<file path="config.mk">
export PLATFORM = sky130hd
export DESIGN_NAME = mode_strap_power_control
export DESIGN_NICKNAME = d
export VERILOG_FILES = /design/src/inc/mode_strap_pkg.sv /design/src/rtl/mode_strap_power_control.sv /design/src/rtl/pin_sync.sv
export VERILOG_INCLUDE_DIRS = /design/src /design/src/inc
export SDC_FILE = /design/constraint.sdc
export NUM_CORES = 1
export LEC_CHECK = 0
export BUFFER_PORTS_ARGS = -buffer_cell sky130_fd_sc_hd__buf_4
export CAP_MARGIN = 40
export CORE_UTILIZATION = 50
export CTS_CLUSTER_DIAMETER = 120
export DETAILED_ROUTE_END_ITERATION = 6
export PLACE_DENSITY_LB_ADDON = 0.2
export SLEW_MARGIN = 20
export SYNTH_ARGS = -nofsm -noshare
export SYNTH_HDL_FRONTEND = slang
export SYNTH_SLANG_ARGS = --single-unit
</file>
<file path="constraint.sdc">
create_clock -name ref_clk -period 3.15 [get_ports ref_clk]
set_input_delay 0.315 -clock ref_clk [delete_from_list [all_inputs] [get_ports ref_clk]]
set_output_delay 0.315 -clock ref_clk [all_outputs]
set_load 0.01 [all_outputs]
</file>
<file path="src/inc/mode_strap_regs.svh">
// Constants for the strap capture and path power control block.
`ifndef MODE_STRAP_REGS_SVH
`define MODE_STRAP_REGS_SVH

// Upsampling and PLL factor codes carried on two strap or serial bits.
`define UPSAMPLE_CODE_1X   2'h0
`define UPSAMPLE_CODE_2X   2'h1
`define UPSAMPLE_CODE_4X   2'h2

// Positions of the pins inside the synchronised pin vector.
`define PIN_SERIAL_ENABLE  8
`define PIN_DUPLEX         7
`define PIN_INTERP_HIGH    6
`define PIN_INTERP_LOW     5
`define PIN_BUS_WIDTH      4
`define PIN_ECONOMY        3
`define PIN_RX_SLEEP       2
`define PIN_TX_SLEEP       1
`define PIN_DIRECTION      0
`define PIN_COUNT          9

// Reset values of the held configuration and of the outputs.
`define RESET_STRAPS       9'h000
`define RESET_UPSAMPLE     2'h0
`define RESET_POWER        5'h00

`endif

</file>
<file path="src/inc/mode_strap_pkg.sv">
// Types shared by the strap capture and path power control block.
package mode_strap_pkg;

    typedef enum logic [1:0] {
        full_duplex_mode,
        half_duplex_interleaved_mode,
        half_duplex_parallel_mode
    } iface_mode_t;

    typedef enum logic {
        cfg_capture,
        cfg_hold
    } cfg_phase_t;

    typedef struct packed {
        logic       serial_enable;
        logic       duplex_full;
        logic       interp_high;
        logic       interp_low;
        logic       bus_interleaved;
        logic       economy;
        logic [2:0] spare;
    } strap_set_t;

    typedef struct packed {
        logic rx_digital_clk_on;
        logic tx_digital_clk_on;
        logic rx_analog_on;
        logic tx_analog_on;
        logic pll_on;
    } path_power_t;

endpackage

</file>
<file path="src/rtl/mode_strap_power_control.sv">
// Strap capture at reset release and live receive and transmit power control.
// Functional notes
// - Capture every strap at reset release.
// - Strap select low keeps serial port off.
// - Strap select high enables serial port settings.
// - Duplex strap low selects half duplex.
// - Width strap picks parallel or interleaved half.
// - Interp straps set upsampling and PLL factor.
// - Economy strap selects reduced converter power.
// - Receive sleep pin stops receive clocks continuously.
// - Sleep pins cut fast analog circuits.
// - Transmit sleep pin stops converter clocks.
// - PLL stays powered unless serially shut off.
// - Selector low stops transmit, bus drives.
// - Selector high stops receive, bus inputs.
// - Selector acts only in half duplex.
// - Interleaved half mode floats unused bus half.
`timescale 1ns/1ps
`include "mode_strap_regs.svh"
module mode_strap_power_control
    import mode_strap_pkg::*;
(
    // Clock and reset.
    input  wire logic        ref_clk,
    input  wire logic        nrst,
    // Configuration straps, sampled when reset is released.
    input  wire logic        serial_enable_strap_pin,
    input  wire logic        serial_out_duplex_strap,
    input  wire logic        serial_io_interp_high_strap,
    input  wire logic        serial_clock_interp_low_strap,
    input  wire logic        bus_width_strap_pin,
    input  wire logic        converter_economy_strap,
    // Live control pins.
    input  wire logic        receive_path_sleep_pin,
    input  wire logic        transmit_path_sleep_pin,
    input  wire logic        direction_select_pin,
    // Settings from the serial register file, same clock.
    input  wire logic        serial_duplex_full,
    input  wire logic        serial_bus_interleaved,
    input  wire logic [1:0]  serial_upsample_code,
    input  wire logic        serial_pll_off,
    // Configuration outputs.
    output logic             config_valid,
    output logic             serial_port_on,
    output logic             serial_pins_are_straps,
    output iface_mode_t      iface_mode,
    output logic [1:0]       upsample_code,
    output logic [1:0]       pll_factor_code,
    output logic             converter_economy,
    // Power and bus direction outputs.
    output path_power_t      power_state,
    output logic             upper_bus_oe,
    output logic             lower_bus_oe
);

    function automatic iface_mode_t mode_decode(input logic full, input logic interleaved);
        if (full) begin
            return full_duplex_mode;
        end else if (interleaved) begin
            return half_duplex_interleaved_mode;
        end
        return half_duplex_parallel_mode;
    endfunction

    logic [`PIN_COUNT-1:0] pins_s;
    cfg_phase_t            phase_reg;
    strap_set_t            strap_reg;
    logic                  valid_reg;
    logic                  serial_on_reg;
    logic                  straps_on_pins_reg;
    iface_mode_t           mode_reg;
    logic [1:0]            upsample_reg;
    logic [1:0]            pll_factor_reg;
    logic                  economy_reg;
    path_power_t           power_reg;
    logic                  upper_oe_reg;
    logic                  lower_oe_reg;

    pin_sync #(
        .W(`PIN_COUNT)
    ) u_pin_sync (
        .ref_clk    (ref_clk),
        .pins_async ({serial_enable_strap_pin, serial_out_duplex_strap,
                      serial_io_interp_high_strap, serial_clock_interp_low_strap,
                      bus_width_strap_pin, converter_economy_strap,
                      receive_path_sleep_pin, transmit_path_sleep_pin,
                      direction_select_pin}),
        .pins_sync  (pins_s)
    );

    // Live pins after synchronisation.
    wire rx_sleep = pins_s[`PIN_RX_SLEEP];
    wire tx_sleep = pins_s[`PIN_TX_SLEEP];
    wire dir_tx   = pins_s[`PIN_DIRECTION];

    // Strap sample taken at the first edge after reset release.
    strap_set_t strap_sample;
    assign strap_sample = '{
        serial_enable:   pins_s[`PIN_SERIAL_ENABLE],
        duplex_full:     pins_s[`PIN_DUPLEX],
        interp_high:     pins_s[`PIN_INTERP_HIGH],
        interp_low:      pins_s[`PIN_INTERP_LOW],
        bus_interleaved: pins_s[`PIN_BUS_WIDTH],
        economy:         pins_s[`PIN_ECONOMY],
        spare:           3'h0
    };

    // Effective configuration: serial settings replace the straps when enabled.
    wire         spi_on      = strap_reg.serial_enable;
    wire iface_mode_t strap_mode = mode_decode(strap_reg.duplex_full,
                                               strap_reg.bus_interleaved);
    wire iface_mode_t spi_mode   = mode_decode(serial_duplex_full, serial_bus_interleaved);
    wire iface_mode_t mode_next  = iface_mode_t'(spi_on ? spi_mode : strap_mode);
    wire [1:0]   code_next   = spi_on ? serial_upsample_code
                                      : {strap_reg.interp_high, strap_reg.interp_low};
    wire         half_duplex = (mode_next != full_duplex_mode);

    // The selector only steers the paths in half duplex; full duplex runs both.
    wire rx_selected = !half_duplex || !dir_tx;
    wire tx_selected = !half_duplex || dir_tx;
    wire rx_live     = valid_reg && !rx_sleep && rx_selected;
    wire tx_live     = valid_reg && !tx_sleep && tx_selected;

    path_power_t power_next;
    assign power_next = '{
        rx_digital_clk_on: rx_live,
        tx_digital_clk_on: tx_live,
        rx_analog_on:      valid_reg && !rx_sleep,
        tx_analog_on:      valid_reg && !tx_sleep,
        pll_on:            valid_reg && !(spi_on && serial_pll_off)
    };

    // Receive data leaves on the lower half; the upper half joins only in the
    // parallel mode, so in the interleaved mode the upper half may be tied.
    wire lower_oe_next = rx_live;
    wire upper_oe_next = rx_live && (mode_next == half_duplex_parallel_mode);

    always_ff @(posedge ref_clk or negedge nrst) begin
        if (!nrst) begin
            phase_reg <= cfg_capture;
            strap_reg <= `RESET_STRAPS;
            valid_reg <= 1'b0;
        end else begin
            case (phase_reg)
                cfg_capture: begin
                    strap_reg <= strap_sample;
                    valid_reg <= 1'b1;
                    phase_reg <= cfg_hold;
                end
                cfg_hold: begin
                    phase_reg <= cfg_hold;
                end
                default: begin
                    phase_reg <= cfg_capture;
                end
            endcase
        end
    end

    always_ff @(posedge ref_clk or negedge nrst) begin
        if (!nrst) begin
            serial_on_reg      <= 1'b0;
            straps_on_pins_reg <= 1'b0;
            mode_reg           <= full_duplex_mode;
            upsample_reg       <= `RESET_UPSAMPLE;
            pll_factor_reg     <= `RESET_UPSAMPLE;
            economy_reg        <= 1'b0;
            power_reg          <= `RESET_POWER;
            upper_oe_reg       <= 1'b0;
            lower_oe_reg       <= 1'b0;
        end else begin
            serial_on_reg      <= valid_reg && spi_on;
            straps_on_pins_reg <= valid_reg && !spi_on;
            mode_reg           <= mode_next;
            upsample_reg       <= code_next;
            pll_factor_reg     <= code_next;
            economy_reg        <= strap_reg.economy;
            power_reg          <= power_next;
            upper_oe_reg       <= upper_oe_next;
            lower_oe_reg       <= lower_oe_next;
        end
    end

    assign config_valid           = valid_reg;
    assign serial_port_on         = serial_on_reg;
    assign serial_pins_are_straps = straps_on_pins_reg;
    assign iface_mode             = mode_reg;
    assign upsample_code          = upsample_reg;
    assign pll_factor_code        = pll_factor_reg;
    assign converter_economy      = economy_reg;
    assign power_state            = power_reg;
    assign upper_bus_oe           = upper_oe_reg;
    assign lower_bus_oe           = lower_oe_reg;
endmodule

</file>
<file path="src/rtl/pin_sync.sv">
// Two-flop synchroniser for a group of asynchronous pins.
`timescale 1ns/1ps
module pin_sync #(
    parameter int W = 9
) (
    // Clock.
    input  wire logic         ref_clk,
    // Pins and their synchronised copies.
    input  wire logic [W-1:0] pins_async,
    output logic      [W-1:0] pins_sync
);

    // No reset here on purpose: the straps must already be settled in the
    // second stage at the first edge after reset is released.
    logic [W-1:0] stage1_reg;
    logic [W-1:0] stage2_reg;

    always_ff @(posedge ref_clk) begin
        stage1_reg <= pins_async;
        stage2_reg <= stage1_reg;
    end

    assign pins_sync = stage2_reg;

endmodule

</file>
==> impl_metrics.ini <==
[floorplanning]
die_h_um = 49.93
start_util_pct = 55.70
rows = 16
io_pins = 33
die_w_um = 49.93
die-area_mm2 = 0.002493
core_mm2 = 0.002062

[synthesis]
synth_area_mm2 = 0.001149
synth-seq-cells = 39
synth_cells = 71
syn_nets = 87
ys_seq_area_share_pct = 77.12
synth-edff-count = 0
yosysUniqueCellTypes = 22
yosys.area_share.simple_pct = 6.427
synth_compound_area_share_pct = 3.486
synth-async-reset-ratio_pct = 53.85
yosys_warnings = 0
synthXorXnorAreaFrac_pct = 0
synth-main-ff-cell = dfrtp_1
synthMuxAreaShare_pct = 8.715
synthAdderAreaFrac_pct = 0
synth_top_family_by_area = multiplexers
syn_area_per_cell_um2 = 16.18

[global_route]
overflow = 0
grt_pass1_wl_um = 2497
grt_pass1_vias = 581
grt_max_degree = 22
grt_usage_pct = 14.61
antenna_found_initial = 0

[finish]
nFillCells = 140
antenna_cells = 0
finalNonFillerCells = 134
layout-drive-gt1-share_pct = 48.60
final_nets = 122
fin_area_mm2 = 0.001448
area.growth.synth_to_final_pct = 26.03
fin_util_pct = 70.21

[drt]
vias = 597
drt-total-wl_um = 1468
avgRoutedWirePerCell_um = 10.96
antenna_left = 0
drt_iter0_markers = 6
dr.pass1.iters = 4
vias_per_cell = 4.455
drc = 0

[sta]
max_freq_ghz = 0.7322
skew_ns = 0.005724
setup_violations = 0
hold_ws_ns = 0.08273
drv_slew = 0
rsz0062_at_grt = no
tns_ns = 0
period_share_pct = 43.36
hold_viol_final = 0
min_period_ns = 1.366

[clock_tree]
clkSlewWorstSetupHoldPaths_ns = 0.11
clk_latency_ns = 0.32
cts_buffers = 5
clk_path_buf_depth = 2
cts_tree = yes
cts_resized = 0
cts_setup_buffers = 0
cts_sinks = 39
cts_max_level = 2
holdBufCountCts = 1
ctsRootBufferMaster = clkbuf_4

[run]
max_cap_violations = 0

[worst_setup_path]
cp_max_fo = 11
crit_chain = or3b_1, a221oi_2
crit_type = flip-flop to flip-flop
crit_buf_inv = 0
critPathSlowestCell = dfrtp_1
critPathMaxStageDelay_ns = 0.54
cp.required_ns = 3.38
arrival_ns = 1.60
endpoint_kind = flip-flop
critPathTopFamily = flip-flops
crit_path_start_kind = flip-flop

[placement]
gp_congestion = 0.7391
numPlacedInstances = 125
placed_area_mm2 = 0.001385
numPortBuffers = 32

[hold_path]
hold_path_class = primary input to flip-flop

[power]
ir_drop_uv = 392.4
power.density_mw_per_mm2 = 596.4
power_leakage_nw = 0.6853

[outcome]
status = completed
==> cells in the mapped netlist (2+ instances only) <==
cell type,count,area [µm²]
dfrtp_1,21,525.5
a21boi_0,2,15.01
nand2b_1,2,12.51
mux2_2,8,90.09
dfxtp_1,18,360.4
buf_4,3,22.52
inv_1,2,7.510
==> where the power goes <==
part           total [mW]  switching (mW)  internal (mW)  leakage [nW]
Sequential          0.550          0.0177          0.532         0.399
Combinational      0.0870          0.0327         0.0543         0.252
Clock               0.226           0.143         0.0831        0.0347
Total               0.863           0.194          0.670         0.685
==> layout make-up <==
class	instances	area [µm²]	area share, %
sequential	39	885.9	61.19
timing repair buffer	33	250.2	17.29
multi-input combinational	25	217.7	15.04
clock buffer	5	37.54	2.593
tap	27	33.78	2.334
clock inverter	3	15.01	1.037
inverter	2	7.507	0.5186
==> cells by family after synthesis <==
| group | after synthesis |
|---|---|
| buf+inv | 7 |
| simple gates | 10 |
| other cells | 1 |
| flops | 39 |
| mux | 9 |
| compound gates | 5 |
==> placed cells by master (no fill, tap or decap), types with 2 or more instances in the layout <==
| cell type | netlist | final |
|---|---|---|
| dfxtp_1 | 18 | 18 |
| dfrtp_1 | 21 | 21 |
| inv_1 | 2 | 2 |
| clkbuf_4 | 0 | 5 |
| clkinv_2 | 0 | 3 |
| buf_4 | 3 | 32 |
| nand2b_1 | 2 | 2 |
| a21boi_0 | 2 | 2 |
| mux2_2 | 8 | 8 |
==> path summary, 6_finish.rpt <==
| path | start | endpoint | slack, ns | cells past startpoint |
|---|---|---|---|---|
| setup / recovery | spi_on$_DFFE_PN0N_ | upper_bus_oe$_DFF_PN0_ | 1.78 | 2 |
| hold / removal | serial_io_interp_high_strap | u_pin_sync.stage1_reg[6]$_DFF_P_ | 0.08 | 1 |
| setup reg to reg | spi_on$_DFFE_PN0N_ | upper_bus_oe$_DFF_PN0_ | 1.78 | 2 |
| hold reg to reg | u_pin_sync.stage1_reg[0]$_DFF_P_ | u_pin_sync.pins_sync[0]$_DFF_P_ | 0.33 | 0 |
| max in group asynchronous | nrst | power_state[0]$_DFF_PN0_ | 2.55 | 2 |
| min in group asynchronous | nrst | strap_reg[3]$_DFFE_PN0N_ | 0.39 | 2 |
==> metrics by stage <==
step	power [mW]	worst slack, ns
floorplan	0.6019	1.994
global placement	0.6439	1.926
detailed placement	0.6482	1.805
CTS	0.8743	1.778
global route	0.9099	1.716
finish	0.8634	1.784
==> routing by layer <==
metal	part of all wire (%)	track usage, %	vias up
met4	2.9	12.38	0
met2	48	22.75	29
met1	43	16.05	269
li1	-	-	295
met3	6.0	4.630	4
met5	0	0	-
(Power assumes the default switching activity.)
